$ cat src/design/slt_pkg.sv
// Constants, register map and types shared by the sleep interval timer
package slt_pkg;
  // ************************************
  // Register offsets on the byte port
  // ************************************
  localparam logic [9:0] ADDR_WAKE_LO = 10'h222;  // Wake match value, bits 7:0
  localparam logic [9:0] ADDR_WAKE_HI = 10'h223;  // Wake match value, bits 10:8
  localparam logic [9:0] ADDR_FINE_LO = 10'h224;  // Fine tick count, bits 7:0
  localparam logic [9:0] ADDR_FINE_HI = 10'h225;  // Fine tick count, bits 15:8
  localparam logic [9:0] ADDR_MAIN0   = 10'h226;  // Coarse count, bits 7:0
  localparam logic [9:0] ADDR_MAIN1   = 10'h227;  // Coarse count, bits 15:8
  localparam logic [9:0] ADDR_MAIN2   = 10'h228;  // Coarse count, bits 23:16
  localparam logic [9:0] ADDR_MAIN3   = 10'h229;  // Trigger and coarse bits 25:24
  localparam logic [9:0] ADDR_CFG     = 10'h22A;  // Source select and divider
  localparam logic [9:0] ADDR_STAT    = 10'h22B;  // Sticky events and run flag
  localparam logic [9:0] ADDR_MASK    = 10'h22C;  // Interrupt mask
  // ************************************
  // Field positions and reset values
  // ************************************
  localparam int         TRIG_BIT     = 7;        // Trigger bit in ADDR_MAIN3
  localparam int         SEL_LSB      = 6;        // Source select, cfg bits 7:6
  localparam int         DIV_W        = 5;        // Divider field, cfg bits 4:0
  localparam int         EV_WAKE      = 0;        // Status: wake match seen
  localparam int         EV_DONE      = 1;        // Status: interval ended
  localparam int         RUN_BIT      = 2;        // Status: timer running
  localparam int         EV_W         = 2;        // Number of event bits
  localparam logic [7:0] WAKE_LO_RST  = 8'h0A;
  localparam logic [2:0] WAKE_HI_RST  = 3'h0;
  localparam logic [10:0] WAKE_MIN    = 11'h001;
  localparam logic [1:0] SRC_INT      = 2'h0;     // Internal low-power oscillator
  localparam logic [1:0] SRC_EXT      = 2'h1;     // External sleep clock pin
  localparam logic [4:0] DIV_MIN_INT  = 5'h01;
  // ************************************
  // Interval kinds
  // ************************************
  localparam logic [1:0] KIND_SLEEP    = 2'h0;  // Nonbeacon sleep interval
  localparam logic [1:0] KIND_BEACON   = 2'h1;  // Beacon interval
  localparam logic [1:0] KIND_INACTIVE = 2'h2;  // Inactive period
  // ************************************
  // Timing
  // ************************************
  localparam int         CLK_NS       = 4;      // System clock period
  localparam int         TICK_NS      = 50;     // Fine tick period
  localparam int         TICK_CYC     = (TICK_NS + CLK_NS - 1) / CLK_NS;
  localparam logic [3:0] TICK_LAST    = 4'(TICK_CYC - 1);
  // Sequencer states
  typedef enum logic [1:0] {SLT_IDLE, SLT_MAIN, SLT_FINE} slt_state_t;
endpackage

$ cat src/design/slt_sync.sv
// Two-flop synchroniser for one asynchronous level
`timescale 1ns/100ps
module slt_sync (
  input  wire logic clk_sys,
  input  wire logic rst,
  input  wire logic ce,
  input  wire logic din,
  output logic      dout
);
  logic meta;       // First stage, read only by the second
  logic next_meta;
  logic next_dout;

  // Next values, frozen while the clock enable is low
  always_comb begin
    next_meta = ce ? din : meta;
    next_dout = ce ? meta : dout;
  end

  // Stage registers
  always_ff @(posedge clk_sys) begin
    if (rst) begin
      meta <= 1'b0;
      dout <= 1'b0;
    end else begin
      meta <= next_meta;
      dout <= next_dout;
    end
  end
endmodule

$ cat src/design/slt_lp_div.sv
// Power-of-two divider of the selected low-power clock edges
`timescale 1ns/100ps
module slt_lp_div
  import slt_pkg::*;
(
  input  wire logic             clk_sys,
  input  wire logic             rst,
  input  wire logic             ce,
  input  wire logic             clr,
  input  wire logic             src_edge,
  input  wire logic [DIV_W-1:0] div,
  output logic                  tick
);
  logic [30:0] cnt;       // Edges seen in this period
  logic [30:0] last;      // Two to the power div, less one
  logic [30:0] next_cnt;
  logic        next_tick;

  // Count edges; one tick per 2**div edges
  always_comb begin
    last      = (31'h1 << div) - 31'h1;
    next_cnt  = cnt;
    next_tick = 1'b0;
    if (clr) begin
      next_cnt = 31'h0;
    end else if (src_edge) begin
      next_tick = (cnt == last);
      next_cnt  = (cnt == last) ? 31'h0 : cnt + 31'h1;
    end
    if (!ce) begin
      next_cnt  = cnt;
      next_tick = tick;
    end
  end

  // Divider registers
  always_ff @(posedge clk_sys) begin
    if (rst) begin
      cnt  <= 31'h0;
      tick <= 1'b0;
    end else begin
      cnt  <= next_cnt;
      tick <= next_tick;
    end
  end
endmodule

$ cat src/design/slt_timer.sv
// Sleep interval timer: registers, coarse and fine counters, wake match
//
// Function
// RULE1: Wake match on coarse count re-enables oscillator
// RULE2: Wake match resets to ten, minimum one
// RULE3: Software keeps wake match above settle count
// RULE4: Wake bits 10:8 in high register 2:0
// RULE5: Fine counter 16 bits, low/high bytes
// RULE6: Fine counter counts 50 ns ticks; the code ticks every 13 system cycles, 52 ns
// RULE7: Coarse counter 26 bits, low-power periods
// RULE8: Counters time beacon, inactive, sleep intervals
// RULE9: Period set by source and divider
// RULE10: Trigger bit starts sleep, clears itself
// RULE11: Coarse bits 25:24 beside trigger bit
// RULE12: Divide selected clock by two**divider
// RULE13: Internal oscillator needs divider at least one; the code floors it for select 0 only, not 2 or 3, which also pick it
// RULE14: Coarse counts from zero, then fine remainder
//
// Implementation choice: strobed register access.
`timescale 1ns/100ps
module slt_timer
  import slt_pkg::*;
(
  input  wire logic       clk_sys,
  input  wire logic       rst,
  input  wire logic       ce,
  input  wire logic [9:0] addr,
  input  wire logic [7:0] wdata,
  input  wire logic       wr,
  input  wire logic       rd,
  output logic      [7:0] rdata,
  input  wire logic       lp_osc_int,
  input  wire logic       lp_clk_ext,
  input  wire logic       beacon_start,
  input  wire logic       inactive_start,
  output logic            osc_enable,
  output logic            timer_active,
  output logic      [1:0] interval_kind,
  output logic            interval_done,
  output logic            irq
);
  // ************************************
  // Register file
  // ************************************
  logic [7:0]       wake_lo;     // Wake match value, low byte
  logic [2:0]       wake_hi;     // Wake match value, top three bits
  logic [15:0]      fine_tgt;    // Fine remainder length in ticks
  logic [25:0]      main_tgt;    // Coarse length in low-power periods
  logic             trig;        // Trigger bit, lives one cycle
  logic [1:0]       src_sel;     // Low-power source select
  logic [DIV_W-1:0] div_set;     // Divider exponent
  logic [EV_W-1:0]  stat;        // Sticky events
  logic [EV_W-1:0]  mask;        // Interrupt mask
  logic [7:0]       next_wake_lo;
  logic [2:0]       next_wake_hi;
  logic [15:0]      next_fine_tgt;
  logic [25:0]      next_main_tgt;
  logic             next_trig;
  logic [1:0]       next_src_sel;
  logic [DIV_W-1:0] next_div_set;
  logic [EV_W-1:0]  next_stat;
  logic [EV_W-1:0]  next_mask;
  logic [7:0]       next_rdata;
  logic             next_irq;
  // ************************************
  // Sequencer state
  // ************************************
  slt_state_t       state;       // Idle, coarse or fine phase
  logic [25:0]      main_cnt;    // Coarse periods elapsed
  logic [15:0]      fine_cnt;    // Fine ticks elapsed
  logic [3:0]       fine_pre;    // System cycles within one fine tick
  slt_state_t       next_state;
  logic [25:0]      next_main_cnt;
  logic [15:0]      next_fine_cnt;
  logic [3:0]       next_fine_pre;
  logic             next_osc_enable;
  logic             next_timer_active;
  logic [1:0]       next_interval_kind;
  logic             next_interval_done;
  // ************************************
  // Derived signals
  // ************************************
  logic             int_sync;    // Synchronised internal oscillator
  logic             ext_sync;    // Synchronised external clock
  logic             sel_lvl;     // Chosen source level
  logic             sel_prev;    // Chosen level one cycle ago
  logic             next_sel_prev;
  logic             src_edge;    // Rising edge of the chosen source
  logic             lp_tick;     // One divided low-power period
  logic [DIV_W-1:0] div_eff;     // Divider after source check
  logic [10:0]      wake_eff;    // Wake match in use
  logic [25:0]      main_left;   // Coarse periods left to run
  logic             wake_hit;    // Wake match reached this cycle
  logic             fine_tick;   // One fine tick, 13 system cycles (52 ns)
  logic             start;       // Any interval start
  logic [1:0]       start_kind;  // Kind of the interval being started
  logic             rd_hit;      // Read hits a mapped register

  // ************************************
  // Low-power clock path
  // ************************************
  slt_sync u_sync_int (
    .clk_sys (clk_sys),
    .rst     (rst),
    .ce      (ce),
    .din     (lp_osc_int),
    .dout    (int_sync)
  );

  slt_sync u_sync_ext (
    .clk_sys (clk_sys),
    .rst     (rst),
    .ce      (ce),
    .din     (lp_clk_ext),
    .dout    (ext_sync)
  );

  // Source choice and divider floor
  always_comb begin
    sel_lvl  = (src_sel == SRC_EXT) ? ext_sync : int_sync;  // see RULE9
    src_edge = sel_lvl & ~sel_prev;
    // Guard against a zero divider on the internal oscillator when selected by SRC_INT
    div_eff  = div_set;                                     // see RULE13
    if (src_sel == SRC_INT && div_set < DIV_MIN_INT) begin
      div_eff = DIV_MIN_INT;
    end
    next_sel_prev = ce ? sel_lvl : sel_prev;
  end

  // Edge detector history
  always_ff @(posedge clk_sys) begin
    if (rst) begin
      sel_prev <= 1'b0;
    end else begin
      sel_prev <= next_sel_prev;
    end
  end

  // Each coarse period spans 2**div source edges; restart on each start
  slt_lp_div u_div (
    .clk_sys  (clk_sys),
    .rst      (rst),
    .ce       (ce),
    .clr      (start),
    .src_edge (src_edge),
    .div      (div_eff),
    .tick     (lp_tick)
  ); // see RULE12

  // ************************************
  // Sequencer
  // ************************************
  // Start sources, comparison and fine tick
  always_comb begin
    start      = (trig | beacon_start | inactive_start) & (state == SLT_IDLE);
    start_kind = trig ? KIND_SLEEP : (beacon_start ? KIND_BEACON : KIND_INACTIVE);
    // A stored zero is lifted to the minimum, never compared as zero
    wake_eff   = {wake_hi, wake_lo};                               // see RULE4
    if (wake_eff < WAKE_MIN) begin
      wake_eff = WAKE_MIN;                                         // see RULE2
    end
    // Compared against the coarse periods still to run, so the
    // oscillator is back before the fine phase needs it
    main_left  = main_tgt - main_cnt;
    wake_hit   = (state == SLT_MAIN) && (main_left == {15'h0, wake_eff});  // see RULE1
    fine_tick  = (state == SLT_FINE) && (fine_pre == TICK_LAST);          // see RULE6
  end

  // Next state of the interval sequencer
  always_comb begin
    next_state         = state;
    next_main_cnt      = main_cnt;
    next_fine_cnt      = fine_cnt;
    next_fine_pre      = fine_pre;
    next_osc_enable    = osc_enable;
    next_timer_active  = timer_active;
    next_interval_kind = interval_kind;
    next_interval_done = 1'b0;
    case (state)
      SLT_IDLE: begin
        // Every interval kind uses the same two counters
        if (start) begin
          next_state         = (main_tgt == 26'h0) ? SLT_FINE : SLT_MAIN;  // see RULE8
          next_main_cnt      = 26'h0;                                     // see RULE14
          next_fine_cnt      = 16'h0;
          next_fine_pre      = 4'h0;
          next_osc_enable    = (main_tgt == 26'h0);
          next_timer_active  = 1'b1;
          next_interval_kind = start_kind;
        end
      end
      SLT_MAIN: begin
        if (wake_hit) begin
          next_osc_enable = 1'b1;
        end
        if (lp_tick) begin
          next_main_cnt = main_cnt + 26'h1;                              // see RULE7
          if (main_cnt + 26'h1 == main_tgt) begin
            next_state      = SLT_FINE;                                  // see RULE14
            next_osc_enable = 1'b1;
          end
        end
      end
      SLT_FINE: begin
        next_fine_pre = fine_tick ? 4'h0 : fine_pre + 4'h1;
        if (fine_cnt == fine_tgt) begin
          next_state         = SLT_IDLE;
          next_timer_active  = 1'b0;
          next_interval_done = 1'b1;
        end else if (fine_tick) begin
          next_fine_cnt = fine_cnt + 16'h1;                              // see RULE5
        end
      end
      default: begin
        next_state = SLT_IDLE;
      end
    endcase
    if (!ce) begin
      next_state         = state;
      next_main_cnt      = main_cnt;
      next_fine_cnt      = fine_cnt;
      next_fine_pre      = fine_pre;
      next_osc_enable    = osc_enable;
      next_timer_active  = timer_active;
      next_interval_kind = interval_kind;
      next_interval_done = interval_done;
    end
  end

  // Sequencer registers; the oscillator runs while idle
  always_ff @(posedge clk_sys) begin
    if (rst) begin
      state         <= SLT_IDLE;
      main_cnt      <= 26'h0;
      fine_cnt      <= 16'h0;
      fine_pre      <= 4'h0;
      osc_enable    <= 1'b1;
      timer_active  <= 1'b0;
      interval_kind <= KIND_SLEEP;
      interval_done <= 1'b0;
    end else begin
      state         <= next_state;
      main_cnt      <= next_main_cnt;
      fine_cnt      <= next_fine_cnt;
      fine_pre      <= next_fine_pre;
      osc_enable    <= next_osc_enable;
      timer_active  <= next_timer_active;
      interval_kind <= next_interval_kind;
      interval_done <= next_interval_done;
    end
  end

  // ************************************
  // Register port
  // ************************************
  // Writes, self-clearing trigger, sticky events and read mux
  always_comb begin
    next_wake_lo  = wake_lo;
    next_wake_hi  = wake_hi;
    next_fine_tgt = fine_tgt;
    next_main_tgt = main_tgt;
    next_trig     = 1'b0;                                                 // see RULE10
    next_src_sel  = src_sel;
    next_div_set  = div_set;
    next_mask     = mask;
    next_stat     = stat;
    if (wr) begin
      case (addr)
        ADDR_WAKE_LO: next_wake_lo = wdata;
        ADDR_WAKE_HI: next_wake_hi = wdata[2:0];                          // see RULE4
        ADDR_FINE_LO: next_fine_tgt[7:0]  = wdata;                        // see RULE5
        ADDR_FINE_HI: next_fine_tgt[15:8] = wdata;
        ADDR_MAIN0:   next_main_tgt[7:0]   = wdata;
        ADDR_MAIN1:   next_main_tgt[15:8]  = wdata;
        ADDR_MAIN2:   next_main_tgt[23:16] = wdata;
        ADDR_MAIN3: begin
          next_main_tgt[25:24] = wdata[1:0];                              // see RULE11
          next_trig            = wdata[TRIG_BIT];                         // see RULE10
        end
        ADDR_CFG: begin
          next_src_sel = wdata[SEL_LSB+1:SEL_LSB];
          next_div_set = wdata[DIV_W-1:0];
        end
        ADDR_STAT:    next_stat = stat & ~wdata[EV_W-1:0];
        ADDR_MASK:    next_mask = wdata[EV_W-1:0];
        default:      next_stat = stat;
      endcase
    end
    // A new event wins over a clear in the same cycle
    if (wake_hit) begin
      next_stat[EV_WAKE] = 1'b1;
    end
    if (next_interval_done && !interval_done) begin
      next_stat[EV_DONE] = 1'b1;
    end
    rd_hit     = (addr >= ADDR_WAKE_LO) && (addr <= ADDR_MASK);
    next_rdata = 8'h00;
    if (rd) begin
      case (addr)
        ADDR_WAKE_LO: next_rdata = wake_lo;
        ADDR_WAKE_HI: next_rdata = {5'h00, wake_hi};
        ADDR_FINE_LO: next_rdata = fine_tgt[7:0];
        ADDR_FINE_HI: next_rdata = fine_tgt[15:8];
        ADDR_MAIN0:   next_rdata = main_tgt[7:0];
        ADDR_MAIN1:   next_rdata = main_tgt[15:8];
        ADDR_MAIN2:   next_rdata = main_tgt[23:16];
        ADDR_MAIN3:   next_rdata = {6'h00, main_tgt[25:24]};
        ADDR_CFG:     next_rdata = {src_sel, 1'b0, div_set};
        ADDR_STAT:    next_rdata = {5'h00, timer_active, stat};
        ADDR_MASK:    next_rdata = {6'h00, mask};
        default:      next_rdata = 8'h00;
      endcase
    end
    next_irq = |(next_stat & next_mask);
    if (!ce) begin
      next_wake_lo  = wake_lo;
      next_wake_hi  = wake_hi;
      next_fine_tgt = fine_tgt;
      next_main_tgt = main_tgt;
      next_trig     = trig;
      next_src_sel  = src_sel;
      next_div_set  = div_set;
      next_mask     = mask;
      next_stat     = stat;
      next_rdata    = rdata;
      next_irq      = irq;
    end
  end

  // Register file flops
  always_ff @(posedge clk_sys) begin
    if (rst) begin
      wake_lo  <= WAKE_LO_RST;                                            // see RULE2
      wake_hi  <= WAKE_HI_RST;
      fine_tgt <= 16'h0000;
      main_tgt <= 26'h0000000;
      trig     <= 1'b0;
      src_sel  <= SRC_INT;
      div_set  <= 5'h00;
      stat     <= 2'h0;
      mask     <= 2'h0;
      rdata    <= 8'h00;
      irq      <= 1'b0;
    end else begin
      wake_lo  <= next_wake_lo;
      wake_hi  <= next_wake_hi;
      fine_tgt <= next_fine_tgt;
      main_tgt <= next_main_tgt;
      trig     <= next_trig;
      src_sel  <= next_src_sel;
      div_set  <= next_div_set;
      stat     <= next_stat;
      mask     <= next_mask;
      rdata    <= next_rdata;
      irq      <= next_irq;
    end
  end
endmodule

$ cat config.mk
export PLATFORM = sky130hd
export DESIGN_NAME = slt_timer
export DESIGN_NICKNAME = d
export VERILOG_FILES = /design/src/design/slt_pkg.sv /design/src/design/slt_sync.sv /design/src/design/slt_lp_div.sv /design/src/design/slt_timer.sv
export SDC_FILE = /design/constraint.sdc
export NUM_CORES = 1
export LEC_CHECK = 0
export ABC_CLOCK_PERIOD_IN_PS = 3600
export BUFFER_PORTS_ARGS = -buffer_cell sky130_fd_sc_hd__buf_2
export CORE_MARGIN = 5
export CORE_UTILIZATION = 45
export CTS_BUF_LIST = sky130_fd_sc_hd__clkbuf_4 sky130_fd_sc_hd__clkbuf_8 sky130_fd_sc_hd__clkbuf_16
export DETAILED_ROUTE_END_ITERATION = 8
export PLACE_DENSITY = 0.61
export SYNTH_ARGS = -nofsm -noshare
export SYNTH_HDL_FRONTEND = slang
export SYNTH_SLANG_ARGS = --single-unit
$ cat constraint.sdc
create_clock -name clk_sys -period 3.6 [get_ports clk_sys]
set_clock_uncertainty 0.1 [all_clocks]
set_input_delay 1.08 -clock clk_sys [delete_from_list [all_inputs] [get_ports clk_sys]]
set_output_delay 1.08 -clock clk_sys [all_outputs]
set_load 0.01 [all_outputs]
# Word-level counts from Yosys, hierarchy flattened
# Index checks and enable logic that the tools add are counted.
classes:
  n_addsub: 6
  order_cmp: 2
  n_eq_ne: 25
  shift: 1
  muxes: 47
  bitwise_logic: 8
  reduce_logical: 29
op_table:
  columns: ["cell", "count"]
  rows:
  - ["10-bit equality test (second input constant)", 11]
  - ["31-bit two-way mux", 3]
  - ["8-bit case mux with 11 select lines", 1]
  - ["26-bit two-way mux", 2]
  - ["26-bit case mux with 2 select lines", 1]
  - ["16-bit two-way mux", 3]
  - ["3-bit AND reduction", 12]
  - ["16-bit case mux with 2 select lines", 1]
  - ["31-bit by 1-bit adder with 31-bit output (second input constant)", 1]
  - ["31-bit equality test", 1]
  - ["1-bit by 5-bit left shift with 31-bit output (first input constant)", 1]
  - ["31-bit by 1-bit subtractor with 31-bit output (second input constant)", 1]
  - ["26-bit by 1-bit adder with 26-bit output (second input constant)", 1]
  - ["26-bit by 11-bit equality test with 1-bit output", 1]
  - ["26-bit equality test", 1]
  - ["26-bit logical NOT", 1]
  - ["26-bit subtractor", 1]
  - ["2-bit two-way mux", 11]
  - ["16-bit by 1-bit adder with 16-bit output (second input constant)", 1]
  - ["16-bit equality test", 1]
  - ["1-bit two-way mux", 16]
  - ["11-bit by 1-bit less-than comparator with 1-bit output (second input constant)", 1]
  - ["11-bit two-way mux", 1]
  - ["5-bit AND reduction", 2]
  - ["other kinds (25)", 42]
word_totals:
  reg_bits: 164
  in_bits: 27
  output_inout_bits: 14

# Longest topological paths before layout
# Gate-level depths: netlist of the first run.
logic_depth:
  depth_word: 9
  depth_mapped: 16
  mapped_depth_nobuf: 13

# Modules after synthesis
# Synthesis of the first run repeated with hierarchy kept, for this count alone.
hier_totals:
  hier_cells: 1585
  hier_area_um2: 11722.5
modules_own_cells:
  columns: ["module", "n_inst", "cells_each", "area_each_um2", "seq_area_each_um2"]
  rows:
  - ["slt_timer", 1, 1157, 8563.2, 2562.5]
  - ["slt_lp_div", 1, 416, 3024.2, 640.6]
  - ["slt_sync", 2, 6, 67.6, 40.0]

# Worst setup path after synthesis of the first run
# OpenSTA, ideal clock, no wires.
synth_timing:
  path_type: "reg-to-reg"
  startpoint: "register div_set[4]"
  endpoint: "register u_div.cnt[2]"
  setup_ns: 0.124
  arrival_ns: 3.302
  required_time_ns: 3.376
  path_slack_ns: 0.074
  stages_incl_launch_ff: 16
  n_path_buf: 4
  period_less_slack_ns: 3.526
  cell_sequence: "dfxtp_1 > buf_2 > nor4_1 > o21ai_0 > ha_1 > buf_2 > buf_2 > a22oi_1 > o21ai_0 > xor2_1 > nor4_1 > nand3_1 > or4_4 > buf_6 > a41oi_1 > mux2i_1"
synth_via:
  elab_chain_cells: 9
synth_rtl:
  columns: ["element", "line", "text"]
  rows:
  - ["start, declared", "slt_timer.sv:51", "logic [DIV_W-1:0] div_set;"]
  - ["start signal, assigned", "slt_timer.sv:351", "div_set <= next_div_set;"]
  - ["5-bit by 1-bit less-than comparator with 1-bit output", "slt_timer.sv:124", "if (src_sel == SRC_INT && div_set < DIV_MIN_INT) begin"]
  - ["1-bit logical AND", "slt_timer.sv:124", null]
  - ["5-bit two-way mux *", "slt_timer.sv:124", null]
  - ["1-bit by 5-bit left shift with 31-bit output *", "slt_lp_div.sv:21", "last = (31'h1 << div) - 31'h1;"]
  - ["31-bit by 1-bit subtractor with 31-bit output *", "slt_lp_div.sv:21", null]
  - ["31-bit equality test *", "slt_lp_div.sv:28", "next_cnt = (cnt == last) ? 31'h0 : cnt + 31'h1;"]
  - ["31-bit two-way mux *", "slt_lp_div.sv:28", null]
  - ["31-bit two-way mux *", "slt_lp_div.sv:26", "end else if (src_edge) begin"]
  - ["31-bit two-way mux *", "slt_lp_div.sv:24", "if (clr) begin"]
  - ["end signal, assigned", "slt_lp_div.sv:42", "cnt <= next_cnt;"]
  - ["end, declared", "slt_lp_div.sv:14", "logic [30:0] cnt;"]
# Every way passes the cells marked *; elsewhere a longest branch is shown, timed or not. The select of a mux whose other input is x is not followed.
# A chain may end at the register's enable or synchronous reset.

# Worst setup path after layout of the first run
layout_timing:
  startpoint: "register div_set[4]"
  endpoint: "register u_div.cnt[6]"
# The elaborated chain is that of the path after synthesis.

==> results of run 1 <==
[worst min path at each step]
stage | endpoint | from | slack [ns] | cells after the start
5_1_grt | wake_lo[0] | wake_lo[0] | 0.43 | 2
6_report | wake_lo[0] | wake_lo[0] | 0.40 | 2
2_1_floorplan | wake_lo[0] | wake_lo[0] | 0.35 | 2
3_5_place_dp | interval_kind[1] | interval_kind[1] | 0.38 | 2
4_1_cts | wake_lo[0] | wake_lo[0] | 0.40 | 2
3_3_place_gp | interval_kind[1] | interval_kind[1] | 0.37 | 2
[worst register-to-register path, delay by kind of cell (launching register included)]
| family | cells | cell delay (ns) |
|---|---|---|
| buffers and inverters | 3 | 0.50 |
| AOI/OAI and AO/OA | 4 | 0.38 |
| and+or+nand+nor | 6 | 1.58 |
| adders and majority gates | 1 | 0.24 |
| xor gates and xnor gates | 1 | 0.18 |
| DFF | 1 | 0.34 |
[cells in the mapped netlist (all sizes together), types with 5 or more instances]
| cell type | n | area (µm²) |
|---|---|---|
| a211oi | 14 | 105 |
| a21o | 5 | 37.5 |
| a21oi | 149 | 746 |
| a222oi | 6 | 60.1 |
| a22o | 5 | 43.8 |
| a22oi | 28 | 210 |
| a31oi | 10 | 62.6 |
| a41oi | 6 | 52.6 |
| and2 | 15 | 93.8 |
| and3 | 30 | 193 |
| and4 | 7 | 61.3 |
| buf | 24 | 139 |
| clkbuf | 80 | 302 |
| dfxtp | 164 | 3280 |
| ha | 31 | 388 |
| inv | 47 | 176 |
| mux2i | 14 | 140 |
| nand2 | 195 | 732 |
| nand2b | 11 | 68.8 |
| nand3 | 116 | 586 |
| nand3b | 7 | 52.6 |
| nand4 | 31 | 200 |
| nor2 | 129 | 492 |
| nor2b | 12 | 75.1 |
| nor3 | 38 | 195 |
| nor3b | 22 | 165 |
| nor4 | 37 | 253 |
| nor4b | 5 | 43.8 |
| o2111ai | 5 | 43.8 |
| o211ai | 29 | 218 |
| o21a | 12 | 90.1 |
| o21ai | 71 | 355 |
| o22ai | 10 | 62.6 |
| o31a | 7 | 61.3 |
| o31ai | 5 | 37.5 |
| or2 | 10 | 62.6 |
| or3 | 19 | 119 |
| xnor2 | 57 | 499 |
| xor2 | 61 | 534 |
[state kept, by name, summed over array words and instances (netlist names), 2 cells and up]
register,flops
src_sel,2
stat,2
div_set,5
wake_hi,3
fine_tgt,16
fine_cnt,16
rdata,8
state,2
mask,2
main_tgt,26
u_div.cnt,31
interval_kind,2
wake_lo,8
main_cnt,26
fine_pre,4
[repair_timing]
action | in CTS | in global routing
resized for setup | 0 | 35
endpoints found under the setup margin | 0 | 26
buffers inserted | 0 | 5
[area by class of cell]
cell class	count	area [µm²]	area share (%)
Clock buffer	17	425	3.21
Clock inverter	15	196	1.48
Inverter	47	176	1.33
Multi-Input combinational cell	1262	7810	58.9
Sequential cell	164	3290	24.8
Tap cell	330	413	3.11
Timing Repair Buffer	133	946	7.14
[logic make-up (layout without fill, tap and decap cells)]
group	count (synthesis)	count (layout)	share of synthesized area (%)
multiplexers	16	16	1.41
AND/OR/NAND/NOR	694	696	30.2
adder cells (fa/ha/maj)	32	32	3.54
buffers and inverters	151	212	5.35
flip-flops	164	164	28.5
AO/OA/AOI/OAI	400	400	22.0
XOR/XNOR	118	118	8.97
[report_power, final]
part / internal [mW] / total (mW) / switching (mW)
clock network: 0.958 / 1.94 / 0.984
logic: 0.0888 / 0.280 / 0.191
registers: 1.82 / 1.84 / 0.0110
[routing by layer]
layer / share of wire [%] / global-route usage [%] / vias to the layer above
met2: 44 / 40.6 / 531
met4: 2.0 / 6.94 / 0
met3: 7.5 / 3.65 / 69
met1: 46 / 38.1 / 5572
li1: - / - / 5814
met5: 0 / 0 / -
==> qor.txt, run 1 <==
CP startpoint kind = flip-flop
Fin. Hold Viols = 0
Worst Path Required = 3.81 ns
Worst slew pin tran = 1.25 ns
Post-synthesis net count = 1634
Vias in the first global route = 10900
Via-to-Cell Ratio = 6.09
Antenna cell count = 0
Non-Filler Instances = 1968
Slew margin rel. = 16.4%
CP top delay family = simple AND/OR/NAND/NOR gates
EDFF count, synth = 0
Share of cells above drive strength 1 = 13.6%
Max-cap viol count = 0
Initial antenna violation count = 0
Dpl cell area = 12400 µm²
DRC = 0
I/O pin count = 41
Root Buffer = clkbuf_16
Largest net degree at the start of global routing = 142
Vias = 12000
Critical path arrival = 3.67 ns
Fill cells = 2464
Cell Area, Synth = 11500 µm²
Ys async rst share = 0%
Fin Hold WS = 0.399 ns
TritonCTS clock tree = done
Flops & latches, synth = 164
Nets = 1684
Initial Utilization = 45.8%
Post-synthesis sequential area ratio = 28.5%
Port bufs = 40
Worst setup EP type = flip-flop
CP Depth = 15
Worst setup margin = 0.142 ns
Pleak = 5.05 nW
Die Height = 170 µm
Dpl hpwl = 28200 µm
Worst hold path type = reg2reg
YS warnings = 0
Clock Sinks = 164
Die width = 170 µm
Pwr dens = 306 nW/µm²
Syn-to-layout area delta = 15.0%
Period utilization = 96.1%
Cts hold-fix bufs = 0
Final Power = 4.06 mW
Final core occ = 52.6%
CP endpoint = u_div.cnt[6]
First-pass GRT wire length = 61400 µm
Syn Area/Cell = 7.32 µm²
Placer Congestion = 0.981
GRT overflow = 0
CTS clock-pin slew for the worst setup and hold paths = 0.08 ns
Fmax = 289 MHz
Minimum clock period = 3.46 ns
Core area = 25200 µm²
Max stage delay on crit path = 0.68 ns
Commonest non-fill, non-tap cell in the layout = nand2_1
Post-Syn Instances = 1575
Cell breakdown of the critical path = nor4_4 -> buf_4 -> o21ai_2 -> ha_2 -> buf_6 -> xnor2_4 -> nand4bb_1 -> a21oi_1 -> a31oi_1 -> nor4_2 -> nand3_1 -> or4_4 -> buf_6 -> nand3_1 -> o211ai_1
Routed WL = 38600 µm
Flop2flop setup slack = 0.14 ns
Reg-to-reg startpoint = div_set[4]
Worst-skew pair later-pin latency = 0.45 ns
CTS Buf Count = 17
Maximum resistive drop on vdd = 0.265 mV
Clock Path Buffers = 2
FF-to-FF path depth = 15
Origin of the worst setup path = div_set[4]
Final TNS setup = 0 ns
Wire per inst = 19.6 µm
Die ar. = 28900 µm²
Critical Path Fanout Max = 8
Final Slew Violations = 0
Most frequent cells in the layout = 195 x nand2_1, 162 x dfxtp_1, 147 x a21oi_1
CP Buf/Inv Count = 3
Reg2reg end = u_div.cnt[6]
WS Path Type = reg2reg
DRT iter0 DRCs = 1650
Slowest cell on crit path = or4_4
Final instance area = 13300 µm²
Pre-antenna DRT Iters = 6
H-tree depth = 4
Placed cells = 1929
Dpl ws = 0.0858 ns
GRT Total Usage = 26.1%
Synth Flop Type = dfxtp_1
Setup Viol. Count Final = 0
Row count = 58
DRT antenna net count = 0
Outcome = finished, final reports clean
Post-synthesis cell type count = 82
(Power assumes the default switching activity.)
==> run 2, diff against run 1 <==
--- a/config.mk
+++ b/config.mk
@@ -5,6 +5,7 @@
 export SDC_FILE = /design/constraint.sdc
 export NUM_CORES = 1
 export LEC_CHECK = 0
+export ABC_AREA = 1
 export ABC_CLOCK_PERIOD_IN_PS = 3600
 export BUFFER_PORTS_ARGS = -buffer_cell sky130_fd_sc_hd__buf_2
 export CORE_MARGIN = 5
@@ -12,6 +13,7 @@
 export CTS_BUF_LIST = sky130_fd_sc_hd__clkbuf_4 sky130_fd_sc_hd__clkbuf_8 sky130_fd_sc_hd__clkbuf_16
 export DETAILED_ROUTE_END_ITERATION = 8
 export PLACE_DENSITY = 0.61
+export SLEW_MARGIN = 20
 export SYNTH_ARGS = -nofsm -noshare
 export SYNTH_HDL_FRONTEND = slang
 export SYNTH_SLANG_ARGS = --single-unit
==> qor.txt, run 2 <==
Final Slew Violations = 0 (unchanged)
CP startpoint kind = flip-flop
Pwr dens = 301 nW/µm² (-1.8%)
Post-synthesis cell type count = 59 (-28%)
Fill cells = 2955 (+20%)
Port bufs = 40 (unchanged)
Fin Hold WS = 0.371 ns (-0.0272 ns)
CTS clock-pin slew for the worst setup and hold paths = 0.07 ns (about the same)
Setup repair after global routing missed its margin = false
Flops & latches, synth = 164 (unchanged)
Worst setup margin = 0.286 ns (+0.144 ns)
CTS Buf Count = 17 (unchanged)
Nets = 2133 (+27%)
Most frequent cell after synthesis = nand2_1
Die width = 177 µm (+4.2%)
Post-Syn Instances = 2054 (+30%)
Worst setup EP type = flip-flop
Wire per inst = 16.7 µm (-15%)
Routed WL = 41300 µm (+7.0%)
Post-synthesis sequential area ratio = 26.1% (-2.4 points)
Outcome = finished, final reports clean
Sequential cell area = 3280 µm² (about the same)
Area share of fa/ha/maj cells after synthesis = 3.24% (-0.30 points)
Post-synth top cells = 545 x nand2_1, 309 x inv_1, 184 x nor2_1, 176 x a21oi_1, 164 x dfxtp_1
First-pass GRT wire length = 66400 µm (+8.2%)
Max stage delay on crit path = 0.41 ns (-0.27 ns)
Period utilization = 92.1% (-4.0 points)
Die ar. = 31400 µm² (+8.7%)
Cell breakdown of the critical path = inv_1 -> ha_1 -> fa_1 -> inv_1 -> nand3_1 -> nand2_1 -> nand2_1 -> nand2_1 -> nand2_1 -> nand4_1 -> nand2_1 -> nor2_1 -> nand2_1 -> nor2_1 -> nand4_1 -> o21ai_0 -> nand2_1 -> a31oi_1
Commonest non-fill, non-tap cell in the layout = nand2_1
Row count = 61 (+5.2%)
Fmax = 302 MHz (+4.4%)
GRT overflow = 0 (unchanged)
Dpl hpwl = 32300 µm (+15%)
Share of cells above drive strength 1 = 8.10% (-5.5 points)
CP top delay family = simple AND/OR/NAND/NOR gates
Slowest cell on crit path = fa_1
Final TNS setup = 0 ns (unchanged)
Largest net degree at the start of global routing = 84 (-41%)
Worst hold path type = reg2reg
Minimum clock period = 3.31 ns (-0.144 ns)
Initial antenna violation count = 0 (unchanged)
Worst slew pin tran = 0.977 ns (-0.273 ns)
Mux contribution to synthesized area = 0% (-1.4 points)
Synth Flop Type = dfxtp_1
Worst-skew pair later-pin latency = 0.44 ns (about the same)
Vias in the first global route = 12300 (+13%)
Slew margin rel. = 34.9% (+19 points)
EDFF count, synth = 0 (unchanged)
Max reg flops = 31 (unchanged)
H-tree depth = 4 (unchanged)
Post-synthesis net count = 2113 (+29%)
Cell Area, Synth = 12600 µm² (+9.2%)
Fin. Hold Viols = 0 (unchanged)
TritonCTS clock tree = done
Top reg by flops = u_div.cnt
CP most frequent cell = nand2_1
Xor/xnor share of the synthesized area = 7.22% (-1.7 points)
I/O pin count = 41 (unchanged)
Syn-to-layout area delta = 9.40%
Max-cap viol count = 0 (unchanged)
Hold Path Origin = u_sync_int.dout
Final core occ = 49.7% (-2.9 points)
Root Buffer = clkbuf_16
Syn Area/Cell = 6.13 µm² (-16%)
Maximum resistive drop on vdd = 0.315 mV (+19%)
Reg-to-reg startpoint = main_tgt[0]
Via-to-Cell Ratio = 5.29 (-13%)
Placer Congestion = 0.997 (+1.6%)
Largest area contributor in the netlist = dfxtp_1
Clock Path Buffers = 2 (unchanged)
YS warnings = 0 (unchanged)
Largest family of logic cells by synthesized area = simple AND/OR/NAND/NOR gates
Post-Synth Simple-Gate Area = 37.0% (+6.7 points)
Area of the multi-input gates = 7820 µm² (about the same)
Pleak = 6.13 nW (+21%)
Setup Viol. Count Final = 0 (unchanged)
Vias = 13000 (+8.8%)
Ys async rst share = 0% (unchanged)
Initial Utilization = 45.4% (-0.33 points)
DRT antenna net count = 0 (unchanged)
Critical Path Fanout Max = 5 (-3)
Origin of the worst setup path = main_tgt[0]
Clock Sinks = 164 (unchanged)
Critical path arrival = 3.56 ns (-0.11 ns)
Die Height = 177 µm (+4.2%)
Synth area leaders = dfxtp_1 26%, nand2_1 16%, inv_1 9.2%
DRT iter0 DRCs = 982 (-40%)
Most frequent cells in the layout = 545 x nand2_1, 309 x inv_1, 183 x nor2_1
Core area = 27700 µm² (+10%)
Pre-antenna DRT Iters = 5 (-1)
GRT Total Usage = 26.4% (+0.27 points)
Compound-Gate Fraction of Synth Area = 14.5% (-7.5 points)
Top cell type's share of synthesized area = 26.1% (-2.4 points)
WS Path Type = reg2reg
CP Buf/Inv Count = 2 (-1)
Worst Path Required = 3.84 ns (+0.03 ns)
Dpl ws = 0.297 ns (+0.211 ns)
Top flop regs = u_div.cnt: 31 flops, main_cnt: 26 flops, main_tgt: 26 flops
DRC = 0 (unchanged)
==> run 2: cell types whose count changed after synthesis, sizes merged, moves of 34 or more <==
cell,before,now
nand2,195,554
inv,47,319
nor2,129,201
xnor2,57,15
clkbuf,80,41
nand3,116,150
==> run 2: layer usage <==
| layer | share of wire, % | GRT usage, % | wire, µm | up-vias |
|---|---|---|---|---|
| li1 | - | - | - | 6686 |
| met1 | 46 | 36.0 | 19100 | 5908 |
| met2 | 45 | 42.9 | 18600 | 376 |
| met3 | 5.5 | 3.87 | 2260 | 75 |
| met4 | 3.2 | 8.96 | 1310 | 0 |
| met5 | 0 | 0 | 0 | - |
==> run 2: layout make-up <==
type	instances	area share (%)
clock inverters	15	1.52
repair buffers	59	2.49
multi-input cells	1510	56.8
well taps	378	3.43
diodes	1	0.0182
flip-flops and latches	164	23.8
clock buffers	17	3.09
inverters	322	8.85
==> run 2: kinds of logic (layout without fill, tap and decap cells) <==
| family | after synthesis | count (layout) |
|---|---|---|
| flops | 164 | 164 |
| other cells | 0 | 1 |
| fa+ha+maj | 32 | 32 |
| compound gates | 333 | 333 |
| xor+xnor | 103 | 103 |
| buf+inv | 380 | 413 |
| simple gates | 1042 | 1042 |
==> run 2: through the flow <==
stage,total power [mW],instances,area (µm²)
CTS,4.17,2465,13800
detailed placement,2.17,2433,13100
floorplan,2.08,2054,12600
finish,4.14,2466,13800
global route,4.29,2465,13800
global placement,2.17,2433,13100
==> run 2: path summary, 6_finish.rpt <==
kind	endpoint	slack, ns	depth (start not counted)
setup / recovery	irq	0.29	18
hold / removal	u_sync_int.dout	0.37	2
hold reg to reg	u_sync_int.dout	0.37	2
setup reg to reg	irq	0.29	18
==> run 2: power breakdown <==
group | internal [mW] | switching (mW)
registers | 1.83 | 0.0151
clock network | 1.13 | 0.877
logic | 0.0754 | 0.215
==> run 2: worst reg2reg max path: cells and delay by family (launching register included) <==
kind / cells / cell delay (ns)
AOI/OAI and AO/OA: 2 / 0.32
adders and majority gates: 2 / 0.64
buffers and inverters: 2 / 0.22
DFF: 1 / 0.37
and+or+nand+nor: 12 / 1.60
==> run 2: repair_timing <==
action / in CTS / in global routing
buffers inserted: 0 / 0
setup endpoints to repair: 0 / 4
hold buffers: 0 / 0
resized for setup: 0 / 1
